[src/hdl/e1_sync_pkg.sv]
// constants and types for the e1 sync, alarm and common control block
//
// Overview of operation
// (RL1) two successive cas multiframe words in error latch the cas resync event
// (RL2) three successive bad frame alignment words latch the resync event
// (RL3) 915 bad codewords out of 1000 latch the crc resync event
// (RL4) three live read-only search flags, high only while each search runs
// (RL5) each fruitless 8 ms crc multiframe search window bumps the counter
// (RL6) counter clears on crc multiframe sync or when crc mode is off
// (RL7) 6-bit wrapping counter; bit 0 and bits 2..5 read in bits 3..7
// (RL8) software should give up the crc search after about 400 ms
// (RL9) sync lost from reset, on any resync criterion and on manual resync
// (RL10) carrier lost after 255 or 2048 zeros; cleared by 32 ones in 255
// (RL11) remote alarm after three ones, cleared after three zeros, in bit 3
// (RL12) all-ones alarm: fewer than three zeros per 512 bits sets it
// (RL13) distant multiframe alarm after two multiframes with ts16 bit 6 set
// (RL14) link identification when two of three sa7 bits are zero
// (RL15) control bit picks sync lost or transmit clock lost for alarm pin
// (RL16) two-bit field picks pin, failover, scaled master or recovered clock
// (RL17) idle array address advances per data access unless disabled
// (RL18) mode bit gives full or half period line output pulses
// (RL19) integration reports signaling change only after three stable frames
// (RL20) recalculate bit selects intermediate path crc-4 generation
// (RL21) master clock comes from its pin or the transmit system clock pin
// (RL22) id register: fixed device code high nibble, revision low nibble
// (RL23) alternate criteria bit picks 255 or 2048 zeros for carrier loss
// (RL24) resync event flags stay set until the host reads them
// (RL25) common control register resets to all zeros
package e1_sync_pkg;
	// ----------------------------------------------------------------
	// register map
	// ----------------------------------------------------------------
	localparam logic [7:0] ADDR_ID      = 8'h0f;
	localparam logic [7:0] ADDR_RESYNC  = 8'h12;
	localparam logic [7:0] ADDR_SEARCH  = 8'h30;
	localparam logic [7:0] ADDR_CTRL    = 8'h70;
	localparam logic [7:0] CTRL_RESET   = 8'h00;
	localparam logic [7:0] READ_UNMAPPED = 8'h00;
	localparam int CTRL_PIN_FN   = 0;
	localparam int CTRL_TCS_LO   = 1;
	localparam int CTRL_TCS_HI   = 2;
	localparam int CTRL_AUTOINC_DIS = 3;
	localparam int CTRL_ODM      = 4;
	localparam int CTRL_SIE      = 5;
	localparam int CTRL_CRC_RECALC = 6;
	localparam int CTRL_MCLK_SRC = 7;
	localparam int EV_CAS = 0;
	localparam int EV_FAS = 1;
	localparam int EV_CRC = 2;
	// ----------------------------------------------------------------
	// timing
	// ----------------------------------------------------------------
	localparam int CLK_PERIOD_PS   = 4000;
	localparam int CRC_WINDOW_US   = 8000;
	localparam int CRC_WINDOW_CYC  = CRC_WINDOW_US
		* (1000000 / CLK_PERIOD_PS);
	localparam int CHANNEL_TIME_PS = 3906250;
	localparam int TRANSMIT_CLOCK_LOST_CYC = (CHANNEL_TIME_PS + CLK_PERIOD_PS - 1)
		/ CLK_PERIOD_PS;
	// ----------------------------------------------------------------
	// counts
	// ----------------------------------------------------------------
	localparam int FAS_ERR_N    = 3;
	localparam int CAS_ERR_N    = 2;
	localparam int CRC_BLOCK    = 1000;
	localparam int CRC_ERR_LIM  = 915;
	localparam int ZERO_RUN_STD = 255;
	localparam int ZERO_RUN_ALT = 2048;
	localparam int ONES_CLEAR   = 32;
	localparam int ONES_WIN     = 255;
	localparam int RRA_N        = 3;
	localparam int UA1_WIN      = 512;
	localparam int UA1_ZEROS    = 3;
	localparam int DISTANT_MULTIFRAME_ALARM_N       = 2;
	localparam int SIG_STABLE_N = 3;
	localparam int CSC_W        = 6;
	typedef enum logic [1:0] {
		TXCLK_PIN, TXCLK_FAILOVER, TXCLK_MCLK, TXCLK_RCLK
	} txclk_sel_t;
endpackage

[src/hdl/e1_host_if.sv]
// bundle between the host port decoder and the core
`timescale 1ns/1ps
`default_nettype none
interface e1_host_if;
	logic [7:0] ctrl;
	logic [2:0] resync_ev;
	logic [7:0] search_rt;
	logic       resync_read;
	modport port (output ctrl, output resync_read, input resync_ev,
		input search_rt);
	modport core (input ctrl, input resync_read, output resync_ev,
		output search_rt);
endinterface
`default_nettype wire

[src/hdl/e1_run_counter.sv]
// counts consecutive hits among strobed samples and pulses at n
`timescale 1ns/1ps
`default_nettype none
module e1_run_counter #(
	parameter int N = 3
) (
	input  wire logic mclk_i,
	input  wire logic sys_rst_i,
	input  wire logic sample_i,
	input  wire logic hit_i,
	input  wire logic restart_i,
	output logic      reached_o
);
	logic [3:0] cnt_ff;

	always_ff @(posedge mclk_i or posedge sys_rst_i)
	begin
		if (sys_rst_i)
			cnt_ff <= 4'h0;
		else if (restart_i || (sample_i && !hit_i) || reached_o)
			cnt_ff <= 4'h0;
		else if (sample_i)
			cnt_ff <= cnt_ff + 4'h1;
	end

	assign reached_o = sample_i && hit_i && (cnt_ff == 4'(N - 1));
endmodule // e1_run_counter
`default_nettype wire

[src/hdl/e1_host_port.sv]
// parallel port decode, control register and read mux
`timescale 1ns/1ps
`default_nettype none
module e1_host_port #(
	parameter logic [3:0] DEVICE_CODE = 4'h5, // arbitrary value
	parameter logic [3:0] DIE_REV     = 4'h0
) (
	input  wire logic       mclk_i,
	input  wire logic       sys_rst_i,
	input  wire logic [7:0] addr_i,
	input  wire logic [7:0] wr_data_i,
	input  wire logic       wr_stb_i,
	input  wire logic       rd_stb_i,
	output logic      [7:0] rd_data_o,
	e1_host_if.port         hp
);
	import e1_sync_pkg::*;
	logic [7:0] ctrl_ff;

	always_ff @(posedge mclk_i or posedge sys_rst_i)
	begin
		if (sys_rst_i)
			ctrl_ff <= CTRL_RESET; // [RL25]
		else if (wr_stb_i && addr_i == ADDR_CTRL)
			ctrl_ff <= wr_data_i;
	end

	always_ff @(posedge mclk_i or posedge sys_rst_i)
	begin
		if (sys_rst_i)
			rd_data_o <= 8'h00;
		else if (rd_stb_i)
			unique case (addr_i)
				ADDR_ID:     rd_data_o <= {DEVICE_CODE, DIE_REV}; // [RL22]
				ADDR_RESYNC: rd_data_o <= {5'h00, hp.resync_ev};
				ADDR_SEARCH: rd_data_o <= hp.search_rt; // [RL4]
				ADDR_CTRL:   rd_data_o <= ctrl_ff;
				default:     rd_data_o <= READ_UNMAPPED;
			endcase
	end

	assign hp.ctrl        = ctrl_ff;
	assign hp.resync_read = rd_stb_i && addr_i == ADDR_RESYNC; // [RL24]
endmodule // e1_host_port
`default_nettype wire

[src/hdl/e1_sync_alarm.sv]
// e1 receive sync status, alarm detection and common control
`timescale 1ns/1ps
`default_nettype none
module e1_sync_alarm #(
	parameter int         CRC_WIN_CYC = e1_sync_pkg::CRC_WINDOW_CYC,
	parameter logic [3:0] DEVICE_CODE = 4'h5, // arbitrary value
	parameter logic [3:0] DIE_REV     = 4'h0
) (
	input  wire logic       mclk_i,
	input  wire logic       sys_rst_i,
	// host parallel port
	input  wire logic [7:0] addr_i,
	input  wire logic [7:0] wr_data_i,
	input  wire logic       wr_stb_i,
	input  wire logic       rd_stb_i,
	output logic      [7:0] rd_data_o,
	// receive control bits held elsewhere
	input  wire logic       rx_crc4_enable_i,
	input  wire logic       manual_resync_i,
	input  wire logic       carrier_loss_alt_criteria_i,
	// framer word checks
	input  wire logic       fas_check_i,
	input  wire logic       fas_ok_i,
	input  wire logic       fas_sync_found_i,
	input  wire logic       cas_check_i,
	input  wire logic       cas_ok_i,
	input  wire logic       cas_sync_found_i,
	input  wire logic       crc_word_i,
	input  wire logic       crc_err_i,
	input  wire logic       crc_sync_found_i,
	// received bit stream and overhead samples
	input  wire logic       rx_bit_valid_i,
	input  wire logic       rx_bit_i,
	input  wire logic       na_bit3_valid_i,
	input  wire logic       na_bit3_i,
	input  wire logic       ts16_mf_valid_i,
	input  wire logic       ts16_bit6_i,
	input  wire logic       sa7_valid_i,
	input  wire logic       sa7_i,
	input  wire logic       sig_mf_i,
	input  wire logic [3:0] sig_value_i,
	// clocks and line data, sampled
	input  wire logic       transmit_clock_pin_i,
	input  wire logic       recovered_clock_i,
	input  wire logic       scaled_master_clock_i,
	input  wire logic       master_clock_pin_i,
	input  wire logic       transmit_system_clock_pin_i,
	input  wire logic       transmit_output_clock_i,
	input  wire logic       tx_pos_data_i,
	input  wire logic       tx_neg_data_i,
	input  wire logic       idle_code_data_access_i,
	// status and control outputs
	output logic            receive_sync_lost_o,
	output logic            receive_carrier_lost_o,
	output logic            remote_alarm_seen_o,
	output logic            unframed_ones_seen_o,
	output logic            distant_multiframe_alarm_o,
	output logic            link_ident_detected_o,
	output logic            transmit_clock_lost_o,
	output logic            alarm_pin_o,
	output logic            tx_clock_o,
	output logic            master_clock_o,
	output logic            line_out_positive_o,
	output logic            line_out_negative_o,
	output logic            idle_addr_advance_o,
	output logic            sig_change_o,
	output logic      [3:0] sig_state_o,
	output logic            crc_recalculate_o
);
	import e1_sync_pkg::*;

	e1_host_if hp ();

	e1_host_port #(.DEVICE_CODE(DEVICE_CODE), .DIE_REV(DIE_REV)) u_port (
		.mclk_i    (mclk_i),
		.sys_rst_i (sys_rst_i),
		.addr_i    (addr_i),
		.wr_data_i (wr_data_i),
		.wr_stb_i  (wr_stb_i),
		.rd_stb_i  (rd_stb_i),
		.rd_data_o (rd_data_o),
		.hp        (hp.port)
	);

	// ----------------------------------------------------------------
	// resync criteria
	// ----------------------------------------------------------------
	logic       fas_resync;
	logic       cas_resync;
	logic       crc_resync;
	logic [9:0] crc_words_ff;
	logic [9:0] crc_errs_ff;
	logic [2:0] resync_ev_ff;

	e1_run_counter #(.N(FAS_ERR_N)) u_fas_err (
		.mclk_i (mclk_i), .sys_rst_i (sys_rst_i),
		.sample_i (fas_check_i), .hit_i (!fas_ok_i),
		.restart_i (1'b0), .reached_o (fas_resync) // [RL2]
	);

	e1_run_counter #(.N(CAS_ERR_N)) u_cas_err (
		.mclk_i (mclk_i), .sys_rst_i (sys_rst_i),
		.sample_i (cas_check_i), .hit_i (!cas_ok_i),
		.restart_i (1'b0), .reached_o (cas_resync) // [RL1]
	);

	// errors counted per block of 1000 codewords
	assign crc_resync = crc_word_i && crc_err_i
		&& crc_errs_ff == 10'(CRC_ERR_LIM - 1); // [RL3]

	always_ff @(posedge mclk_i or posedge sys_rst_i)
	begin
		if (sys_rst_i)
		begin
			crc_words_ff <= 10'h000;
			crc_errs_ff  <= 10'h000;
		end
		else if (crc_word_i)
		begin
			if (crc_words_ff == 10'(CRC_BLOCK - 1) || crc_resync)
			begin
				crc_words_ff <= 10'h000;
				crc_errs_ff  <= 10'h000;
			end
			else
			begin
				crc_words_ff <= crc_words_ff + 10'h001;
				crc_errs_ff  <= crc_errs_ff + {9'h000, crc_err_i};
			end
		end
	end

	// set wins over the clear-on-read
	always_ff @(posedge mclk_i or posedge sys_rst_i)
	begin
		if (sys_rst_i)
			resync_ev_ff <= 3'h0;
		else
			resync_ev_ff <= (hp.resync_read ? 3'h0 : resync_ev_ff)
				| {crc_resync, fas_resync, cas_resync}; // [RL24]
	end

	// ----------------------------------------------------------------
	// search flags, sync lost and crc search counter
	// ----------------------------------------------------------------
	logic                 fas_search_ff;
	logic                 cas_search_ff;
	logic                 crc_search_ff;
	logic [31:0]          crc_win_ff;
	logic [CSC_W-1:0]     csc_ff;
	logic                 crc_win_done;

	always_ff @(posedge mclk_i or posedge sys_rst_i)
	begin
		if (sys_rst_i)
		begin
			fas_search_ff <= 1'b1;
			cas_search_ff <= 1'b1;
			crc_search_ff <= 1'b1;
		end
		else
		begin
			// [RL4]
			fas_search_ff <= fas_resync || manual_resync_i
				|| (fas_search_ff && !fas_sync_found_i);
			cas_search_ff <= cas_resync || manual_resync_i
				|| (cas_search_ff && !cas_sync_found_i);
			crc_search_ff <= rx_crc4_enable_i && (crc_resync
				|| manual_resync_i || (crc_search_ff && !crc_sync_found_i));
		end
	end

	always_ff @(posedge mclk_i or posedge sys_rst_i)
	begin
		if (sys_rst_i)
			receive_sync_lost_o <= 1'b1; // [RL9]
		else if (fas_resync || cas_resync || crc_resync || manual_resync_i)
			receive_sync_lost_o <= 1'b1; // [RL9]
		else if (fas_sync_found_i)
			receive_sync_lost_o <= 1'b0;
	end

	assign crc_win_done = crc_search_ff
		&& crc_win_ff == 32'(CRC_WIN_CYC - 1);

	always_ff @(posedge mclk_i or posedge sys_rst_i)
	begin
		if (sys_rst_i)
			crc_win_ff <= 32'h0;
		else if (!crc_search_ff || crc_win_done)
			crc_win_ff <= 32'h0;
		else
			crc_win_ff <= crc_win_ff + 32'h1;
	end

	always_ff @(posedge mclk_i or posedge sys_rst_i)
	begin
		if (sys_rst_i)
			csc_ff <= '0;
		else if (crc_sync_found_i || !rx_crc4_enable_i)
			csc_ff <= '0; // [RL6]
		else if (crc_win_done)
			csc_ff <= csc_ff + 6'h01; // [RL5] [RL7]
	end

	assign hp.resync_ev = resync_ev_ff;
	assign hp.search_rt = {csc_ff[5:2], csc_ff[0], fas_search_ff,
		cas_search_ff, crc_search_ff}; // [RL7] [RL4]

	// ----------------------------------------------------------------
	// carrier loss and unframed all ones
	// ----------------------------------------------------------------
	logic [11:0] zero_run_ff;
	logic [7:0]  ones_win_ff;
	logic [5:0]  ones_cnt_ff;
	logic [8:0]  ua1_win_ff;
	logic [1:0]  ua1_zeros_ff;
	logic [11:0] zero_limit;

	assign zero_limit = carrier_loss_alt_criteria_i ? 12'(ZERO_RUN_ALT)
		: 12'(ZERO_RUN_STD); // [RL23]

	always_ff @(posedge mclk_i or posedge sys_rst_i)
	begin
		if (sys_rst_i)
			zero_run_ff <= 12'h000;
		else if (rx_bit_valid_i)
			zero_run_ff <= rx_bit_i ? 12'h000
				: (zero_run_ff == zero_limit ? zero_run_ff
				: zero_run_ff + 12'h001);
	end

	always_ff @(posedge mclk_i or posedge sys_rst_i)
	begin
		if (sys_rst_i)
		begin
			ones_win_ff <= 8'h00;
			ones_cnt_ff <= 6'h00;
		end
		else if (!receive_carrier_lost_o
			|| (rx_bit_valid_i && ones_win_ff == 8'(ONES_WIN - 1)))
		begin
			ones_win_ff <= 8'h00;
			ones_cnt_ff <= 6'h00;
		end
		else if (rx_bit_valid_i)
		begin
			ones_win_ff <= ones_win_ff + 8'h01;
			ones_cnt_ff <= ones_cnt_ff + {5'h00, rx_bit_i};
		end
	end

	always_ff @(posedge mclk_i or posedge sys_rst_i)
	begin
		if (sys_rst_i)
			receive_carrier_lost_o <= 1'b0;
		else if (rx_bit_valid_i && !rx_bit_i
			&& zero_run_ff == zero_limit - 12'h001)
			receive_carrier_lost_o <= 1'b1; // [RL10]
		else if (rx_bit_valid_i && rx_bit_i
			&& ones_cnt_ff == 6'(ONES_CLEAR - 1))
			receive_carrier_lost_o <= 1'b0; // [RL10]
	end

	always_ff @(posedge mclk_i or posedge sys_rst_i)
	begin
		if (sys_rst_i)
		begin
			ua1_win_ff           <= 9'h000;
			ua1_zeros_ff         <= 2'h0;
			unframed_ones_seen_o <= 1'b0;
		end
		else if (rx_bit_valid_i)
		begin
			ua1_win_ff <= ua1_win_ff + 9'h001;
			if (ua1_win_ff == 9'(UA1_WIN - 1))
			begin
				ua1_zeros_ff <= 2'h0;
				// [RL12]
				unframed_ones_seen_o <= ({1'b0, ua1_zeros_ff}
					+ {2'h0, !rx_bit_i}) < 3'(UA1_ZEROS);
			end
			else if (!rx_bit_i && ua1_zeros_ff != 2'(UA1_ZEROS))
				ua1_zeros_ff <= ua1_zeros_ff + 2'h1;
		end
	end

	// ----------------------------------------------------------------
	// remote alarm, distant multiframe alarm, link identification
	// ----------------------------------------------------------------
	logic rra_set;
	logic rra_clr;
	logic distant_multiframe_alarm_set;
	logic [2:0] sa7_hist_ff;

	e1_run_counter #(.N(RRA_N)) u_rra_set (
		.mclk_i (mclk_i), .sys_rst_i (sys_rst_i),
		.sample_i (na_bit3_valid_i), .hit_i (na_bit3_i),
		.restart_i (1'b0), .reached_o (rra_set)
	);

	e1_run_counter #(.N(RRA_N)) u_rra_clr (
		.mclk_i (mclk_i), .sys_rst_i (sys_rst_i),
		.sample_i (na_bit3_valid_i), .hit_i (!na_bit3_i),
		.restart_i (1'b0), .reached_o (rra_clr)
	);

	e1_run_counter #(.N(DISTANT_MULTIFRAME_ALARM_N)) u_distant_multiframe_alarm (
		.mclk_i (mclk_i), .sys_rst_i (sys_rst_i),
		.sample_i (ts16_mf_valid_i), .hit_i (ts16_bit6_i),
		.restart_i (1'b0), .reached_o (distant_multiframe_alarm_set)
	);

	always_ff @(posedge mclk_i or posedge sys_rst_i)
	begin
		if (sys_rst_i)
		begin
			remote_alarm_seen_o        <= 1'b0;
			distant_multiframe_alarm_o <= 1'b0;
		end
		else
		begin
			if (rra_set)
				remote_alarm_seen_o <= 1'b1; // [RL11]
			else if (rra_clr)
				remote_alarm_seen_o <= 1'b0; // [RL11]
			if (distant_multiframe_alarm_set)
				distant_multiframe_alarm_o <= 1'b1; // [RL13]
			else if (ts16_mf_valid_i && !ts16_bit6_i)
				distant_multiframe_alarm_o <= 1'b0;
		end
	end

	always_ff @(posedge mclk_i or posedge sys_rst_i)
	begin
		if (sys_rst_i)
			sa7_hist_ff <= 3'h7;
		else if (sa7_valid_i)
			sa7_hist_ff <= {sa7_hist_ff[1:0], sa7_i};
	end

	// two or more zeros among the last three samples
	assign link_ident_detected_o = (!sa7_hist_ff[0] && !sa7_hist_ff[1])
		|| (!sa7_hist_ff[0] && !sa7_hist_ff[2])
		|| (!sa7_hist_ff[1] && !sa7_hist_ff[2]); // [RL14]

	// ----------------------------------------------------------------
	// signaling change reporting
	// ----------------------------------------------------------------
	logic [3:0] sig_last_ff;
	logic [1:0] sig_stable_ff;
	logic       sig_ready;

	assign sig_ready = hp.ctrl[CTRL_SIE]
		? (sig_value_i == sig_last_ff
			&& sig_stable_ff == 2'(SIG_STABLE_N - 2)) // [RL19]
		: 1'b1; // [RL19]

	always_ff @(posedge mclk_i or posedge sys_rst_i)
	begin
		if (sys_rst_i)
		begin
			sig_last_ff   <= 4'h0;
			sig_stable_ff <= 2'h0;
			sig_state_o   <= 4'h0;
			sig_change_o  <= 1'b0;
		end
		else
		begin
			sig_change_o <= 1'b0;
			if (sig_mf_i)
			begin
				sig_last_ff   <= sig_value_i;
				sig_stable_ff <= sig_value_i != sig_last_ff ? 2'h0
					: (sig_stable_ff == 2'h3 ? 2'h3 : sig_stable_ff + 2'h1);
				if (sig_ready && sig_value_i != sig_state_o)
				begin
					sig_state_o  <= sig_value_i;
					sig_change_o <= 1'b1;
				end
			end
		end
	end

	// ----------------------------------------------------------------
	// common control: clocks, alarm pin, line pulses
	// ----------------------------------------------------------------
	logic        transmit_clock_pin_prev_ff;
	logic [9:0]  transmit_clock_pin_idle_ff;
	txclk_sel_t  tx_sel;

	assign tx_sel = txclk_sel_t'({hp.ctrl[CTRL_TCS_HI], hp.ctrl[CTRL_TCS_LO]});

	always_ff @(posedge mclk_i or posedge sys_rst_i)
	begin
		if (sys_rst_i)
		begin
			transmit_clock_pin_prev_ff <= 1'b0;
			transmit_clock_pin_idle_ff <= 10'h000;
		end
		else
		begin
			transmit_clock_pin_prev_ff <= transmit_clock_pin_i;
			if (transmit_clock_pin_i != transmit_clock_pin_prev_ff)
				transmit_clock_pin_idle_ff <= 10'h000;
			else if (transmit_clock_pin_idle_ff != 10'(TRANSMIT_CLOCK_LOST_CYC))
				transmit_clock_pin_idle_ff <= transmit_clock_pin_idle_ff + 10'h001;
		end
	end

	assign transmit_clock_lost_o = transmit_clock_pin_idle_ff == 10'(TRANSMIT_CLOCK_LOST_CYC);

	always_ff @(posedge mclk_i or posedge sys_rst_i)
	begin
		if (sys_rst_i)
		begin
			tx_clock_o          <= 1'b0;
			master_clock_o      <= 1'b0;
			alarm_pin_o         <= 1'b1;
			line_out_positive_o <= 1'b0;
			line_out_negative_o <= 1'b0;
		end
		else
		begin
			unique case (tx_sel) // [RL16]
				TXCLK_PIN:      tx_clock_o <= transmit_clock_pin_i;
				TXCLK_FAILOVER: tx_clock_o <= transmit_clock_lost_o
					? recovered_clock_i : transmit_clock_pin_i;
				TXCLK_MCLK:     tx_clock_o <= scaled_master_clock_i;
				TXCLK_RCLK:     tx_clock_o <= recovered_clock_i;
			endcase
			master_clock_o <= hp.ctrl[CTRL_MCLK_SRC]
				? transmit_system_clock_pin_i : master_clock_pin_i; // [RL21]
			alarm_pin_o <= hp.ctrl[CTRL_PIN_FN]
				? transmit_clock_lost_o : receive_sync_lost_o; // [RL15]
			// half width pulses only in the clock high half
			line_out_positive_o <= tx_pos_data_i
				&& (!hp.ctrl[CTRL_ODM] || transmit_output_clock_i); // [RL18]
			line_out_negative_o <= tx_neg_data_i
				&& (!hp.ctrl[CTRL_ODM] || transmit_output_clock_i); // [RL18]
		end
	end

	assign idle_addr_advance_o = idle_code_data_access_i
		&& !hp.ctrl[CTRL_AUTOINC_DIS]; // [RL17]
	assign crc_recalculate_o = hp.ctrl[CTRL_CRC_RECALC]; // [RL20]
endmodule // e1_sync_alarm
`default_nettype wire

[config.mk]
export PLATFORM = sky130hd
export DESIGN_NAME = e1_sync_alarm
export DESIGN_NICKNAME = d
export VERILOG_FILES = /design/src/hdl/e1_sync_pkg.sv /design/src/hdl/e1_host_if.sv /design/src/hdl/e1_run_counter.sv /design/src/hdl/e1_host_port.sv /design/src/hdl/e1_sync_alarm.sv
export SDC_FILE = /design/constraint.sdc
export NUM_CORES = 1
export LEC_CHECK = 0
export ABC_AREA = 1
export ABC_CLOCK_PERIOD_IN_PS = 11400
export BUFFER_PORTS_ARGS = -buffer_cell sky130_fd_sc_hd__buf_4
export CAP_MARGIN = 20
export CORE_ASPECT_RATIO = 1.4
export CORE_MARGIN = 2
export CORE_UTILIZATION = 65
export CTS_CLUSTER_DIAMETER = 150
export DETAILED_ROUTE_END_ITERATION = 8
export GPL_ROUTABILITY_DRIVEN = 0
export PLACE_DENSITY_LB_ADDON = 0.15
export SYNTH_ARGS = -nofsm -noshare
export SYNTH_HDL_FRONTEND = slang
export SYNTH_SLANG_ARGS = --single-unit
[constraint.sdc]
create_clock -name mclk_i -period 11.4 [get_ports mclk_i]
set_clock_uncertainty 0.15 [all_clocks]
set_input_delay 1.14 -clock mclk_i [delete_from_list [all_inputs] [get_ports mclk_i]]
set_output_delay 1.14 -clock mclk_i [all_outputs]
set_load 0.005 [all_outputs]
After elaboration in Yosys (flattened, before gate mapping):

Cells that the tools add are included.

* output and inout bits: 27
* bits of input ports: 54
* logic and storage cells: 223
* register bits: 172

* add/subtract/negate cells: 18
* mux-type cells: 45
* equal/unequal tests: 30
* reductions and logical operators: 91
* bitwise operators: 1
* magnitude comparators: 1

Operator list (number)
* 10-bit 2-to-1 mux: 4
* 4-bit 2-to-1 mux: 10
* 1-bit logical AND: 36
* 12-bit 2-to-1 mux: 3
* 32-bit by 1-bit adder with 32-bit output (second input constant): 1
* 32-bit by 21-bit equality test with 1-bit output (second input constant): 1
* 32-bit 2-to-1 mux: 1
* 8-bit case mux with 4 select lines: 1
* 10-bit equality test (second input constant): 3
* 2-bit nonzero test: 13
* 12-bit equality test: 2
* 6-bit 2-to-1 mux: 4
* 1-bit logical OR: 21
* 10-bit by 1-bit adder with 10-bit output (second input constant): 2
* 4-bit by 1-bit adder with 4-bit output (second input constant): 5
* 1-bit logical NOT: 16
* 8-bit 2-to-1 mux: 2
* 1-bit 2-to-1 mux: 14
* 12-bit by 1-bit adder with 12-bit output (second input constant): 1
* 4-bit by 2-bit equality test with 1-bit output (second input constant): 3
* 12-bit by 1-bit subtractor with 12-bit output (second input constant): 1
* 10-bit by 1-bit adder with 10-bit output: 1
* 10-bit inequality test (second input constant): 1
* 9-bit by 1-bit adder with 9-bit output (second input constant): 1
* other kinds (26): 39

Logic depth before layout (Yosys ltp):

* depth in word-level cells: 7
* depth in mapped cells: 10

Hierarchy:

Synthesis repeated with hierarchy kept, for this count alone.

* cell total of the unflattened synthesis: 1283
* area, all modules: 9658.0 µm²

By module, submodules not included
* e1_sync_alarm: seq. area each 3413.3 µm², area an instance 7413.4 µm², cells an instance 972, instances 1
* e1_host_port: seq. area each 400.4 µm², area an instance 959.7 µm², cells an instance 123, instances 1
* e1_run_counter at u_fas_err ...: seq. area each 100.1 µm², area an instance 256.5 µm², cells an instance 38, instances 3
* e1_run_counter at u_cas_err ...: seq. area each 100.1 µm², area an instance 257.7 µm², cells an instance 37, instances 2

Worst setup path before layout:

Ideal clock, no wire load.

* path kind: input to output
* start: in idle_code_data_access_i
* end: out idle_addr_advance_o
* data arrival time: 1.256 ns
* stages: 2
* buffers on the path: 0
* slack: 8.854 ns
* cell sequence: inv_1 > nor2_1

* word-level cells in the longest chain between the ends: 1

Ends and longest elaborated chain
* start, declared: line e1_sync_alarm.sv:51 `input wire logic idle_code_data_access_i,`
* 1-bit logical AND: line e1_sync_alarm.sv:445 `&& !hp.ctrl[CTRL_AUTOINC_DIS];`
* end, declared: line e1_sync_alarm.sv:65 `output logic idle_addr_advance_o,`

Every way passes these cells.

Worst setup path after layout:

* start: reg transmit_clock_pin_idle_ff[0]
* end: out transmit_clock_lost_o

* word-level cells in the longest chain between the ends: 1

Ends and longest elaborated chain
* start, declared: line e1_sync_alarm.sv:389 `logic [9:0] transmit_clock_pin_idle_ff;`
* start signal, assigned: line e1_sync_alarm.sv:407 `transmit_clock_pin_idle_ff <= transmit_clock_pin_idle_ff + 10'h001;`
* 10-bit equality test: line e1_sync_alarm.sv:411 `assign transmit_clock_lost_o = transmit_clock_pin_idle_ff == 10'(TRANSMIT_CLOCK_LOST_CYC);`
* end, declared: line e1_sync_alarm.sv:59 `output logic transmit_clock_lost_o,`

Every way passes these cells.

==> impl_metrics.csv <==
group,metric,value,unit
sta,finalSetupTns,0,ns
synthesis,synth_ff_type,"dfrtp_1",
setup_path,rr_endpoint,"crc_win_ff[22]$_DFF_PP0_",
detailed_routing,drt_first_pass_iters,5,
sta,fin_crit_sh,25.9,%
floorplanning,design.die.area,0.0152,mm^2
floorplanning,die_x,105,um
clocking,clk_pin_slew,0.06,ns
clocking,cts_max_level,4,
synthesis,synth.area.top_cells,"dfrtp_1 (44%), nand2_1 (12%), nor2_1 (7.6%)",
synthesis,synth_most_common_cell,"nand2_1",
cells_and_area,antennaDiodeCount,0,
synthesis,synth.avg_cell_area,7.76,um^2
synthesis,synthSimpleGateAreaFrac,30.6,%
synthesis,syn_area,0.00923,mm^2
synthesis,yosysWarnings,0,
global_routing,grt_pass1_wl,34.9,mm
synthesis,muxShareOfSynthArea,0.230,%
synthesis,synth-xor-area-share,4.93,%
setup_path,rr_worst_depth,8,
floorplanning,start_util,66.4,%
clocking,post_cts_buffers,0,
synthesis,synth_top_area_share,44.5,%
cells_and_area,fill_cells,1054,
setup_path,r2r_setup_slack,9.13,ns
synthesis,synthCells,1190,
floorplanning,io_pins,81,
power,switching_share,29.3,%
setup_path,path_class,"register to primary output",
global_routing,grt_pass1_vias,7959,
min_path,hold_end,"ua1_win_ff[7]$_DFFE_PP0P_",
clocking,cts.sink_count,172,
placement,place_area,0.00997,mm^2
global_routing,antenna_found_initial,0,
synthesis,yosys.area_share.adder,3.66,%
cells_and_area,final_area,0.0105,mm^2
floorplanning,core,0.0139,mm^2
setup_path,worstPathMaxFanout,6,
placement,dpl.hpwl,14.3,mm
synthesis,synth_compound_area_share,6.59,%
power,internal_power,1.16,mW
global_routing,grt_max_degree,107,
detailed_routing,routed_wl,19.9,mm
sta,post-route-min-period,2.95,ns
floorplanning,rows,51,
setup_path,setup.worst_path.end_class,"primary output",
synthesis,synth_top_cell_by_area,"dfrtp_1",
sta,worst_pin_slew,0.929,ns
clocking,tritoncts,"built",
sta,hold_viol,0,
min_path,min_path_type,"register to register",
sta,setup_viol,0,
synthesis,synth_edf_count,0,
min_path,hold_start,"ua1_win_ff[7]$_DFFE_PP0P_",
synthesis,yosys-top-cells-count,"nand2_1 (307), nor2_1 (186), dfrtp_1 (164), inv_1 (145), nand3_1 (74)",
power,p_seq_share,48.5,%
power,p_leak,5.22,nW
global_routing,groute.usage.overall,27.8,%
min_path,hold_path_depth,1,
setup_path,arrival,1.66,ns
setup_path,cp.required,10.11,ns
sta,grt_setup_unrepaired,"false",
sta,slew_viol_final,0,
synthesis,synth-async-reset-ratio,100,%
power,p_comb_share,16.5,%
floorplanning,die_height,145,um
detailed_routing,remaining_drc_errors,0,
detailed_routing,routedWlPerCell,13.5,um
clocking,clock_latency,0.43,ns
synthesis,seq_area_frac_synth,46.7,%
setup_path,r2r_start,"crc_win_ff[0]$_DFF_PP0_",
clocking,root_buffer,"clkbuf_16",
clocking,clockBufferDepth,2,
detailed_routing,drtAntennaViolNets,0,
synthesis,synth_top_family_by_area,"simple AND/OR/NAND/NOR gates",
power,powerDensity,155,mW/mm^2
cells_and_area,nNetsFinal,1355,
detailed_routing,vias,7920,
power,pwr-share-clk,35.0,%
cells_and_area,finish.utilization,75.8,%
run,drv_cap,0,
run_status,status,"completed",
setup_path,cp-start-kind,"register",
detailed_routing,routed_via_density,5.38,
detailed_routing,drtIter0Drc,421,
placement,place.port_buffers,80,
synthesis,syn_nets,1271,
sta,max_freq,338,MHz
power,power_switching,480,uW
clocking,hold_buffers,0,
sta,slew_headroom,38.1,%
cells_and_area,drive_gt1_share,11.1,%
synthesis,ys_ff_latch,172,
synthesis,synth_cell_types,43,
power,peakVddDrop,0.121,mV
cells_and_area,area.growth.synth_to_final,14.2,%
global_routing,grt.overflow.total,0,
clocking,cts_made_buffers,17,
clocking,post_cts_resized,0,
-- worst max-delay path by stage --
stage,start,to,slack [ns]
after CTS,transmit_clock_pin_idle_ff[0]$_DFFE_PP0P_,transmit_clock_lost_o,8.43
after detailed placement,sys_rst_i,u_cas_err.cnt_ff[0]$_DFFE_PP0P_,8.36
after floorplan,sys_rst_i,crc_errs_ff[0]$_DFFE_PP0P_,5.46
final,transmit_clock_pin_idle_ff[0]$_DFFE_PP0P_,transmit_clock_lost_o,8.45
after global routing,transmit_clock_pin_idle_ff[1]$_DFFE_PP0P_,transmit_clock_lost_o,8.29
after global placement,sys_rst_i,u_cas_err.cnt_ff[0]$_DFFE_PP0P_,8.41
-- sequential cells by signal (all words and copies together) (netlist names), 9 cells and up --
signal / count
crc_words_ff: 10
ua1_win_ff: 9
crc_errs_ff: 10
zero_run_ff: 12
crc_win_ff: 32
transmit_clock_pin_idle_ff: 10
-- cell families after synthesis --
logic type      after synthesis
flops                       172
simple gates                664
buf+inv                     165
fa+ha+maj                    27
mux                           2
compound gates              108
xor+xnor                     52
-- final cells by class --
cell class / instances / area, um^2 / share of cell area, %
Clock buffer: 21 / 460 / 4.37
Clock inverter: 11 / 116 / 1.10
Inverter: 149 / 564 / 5.35
Multi-Input combinational cell: 853 / 4250 / 40.3
Sequential cell: 172 / 4310 / 40.9
Tap cell: 185 / 231 / 2.20
Timing Repair Buffer: 81 / 608 / 5.77
-- critical path: stages (launching register included) --
cell     delay, ns
dfrtp_1       0.44
ha_1          0.24
nand3_1       0.08
nor2_1        0.04
nand2_1       0.18
inv_1         0.11
buf_4         0.15
-- power groups by stage --
stage,logic [mW],registers [mW],clock network [mW]
after global placement,0.255,0.795,0
after detailed placement,0.270,0.800,0
after global routing,0.315,0.806,0.606
after floorplan,0.194,0.779,0
final,0.269,0.793,0.573
after CTS,0.273,0.791,0.577
-- layer usage --
layer	up-vias	share of wire, %	track usage (%)
met5	-	0	0
met4	0	2.0	9.80
met3	35	3.4	4.45
met2	172	52	50.8
met1	3741	42	33.0
li1	3972	-	-
-- cell usage in the layout, fill, tap and decap left out, types with 10 or more instances in the layout --
cell / instances
a21oi_1: 32
buf_4: 81
clkbuf_16: 17
dfrtp_1: 164
ha_1: 27
inv_1: 144
nand2_1: 307
nand3_1: 74
nand4_1: 35
nor2_1: 186
nor3_1: 33
o21ai_0: 50
xnor2_1: 10
xor2_1: 42
-- stage by stage --
step / total power, mW / setup WS [ns] / std cells / hold slack, ns
2_1_floorplan: 0.973 / 5.46 / 1190 / 0.293
3_3_place_gp: 1.05 / 8.41 / 1440 / 0.304
3_5_place_dp: 1.07 / 8.36 / 1440 / 0.322
4_1_cts: 1.64 / 8.43 / 1472 / 0.331
5_1_grt: 1.73 / 8.29 / 1472 / 0.356
6_report: 1.63 / 8.45 / 1472 / 0.331
(Power assumes the default switching activity.)
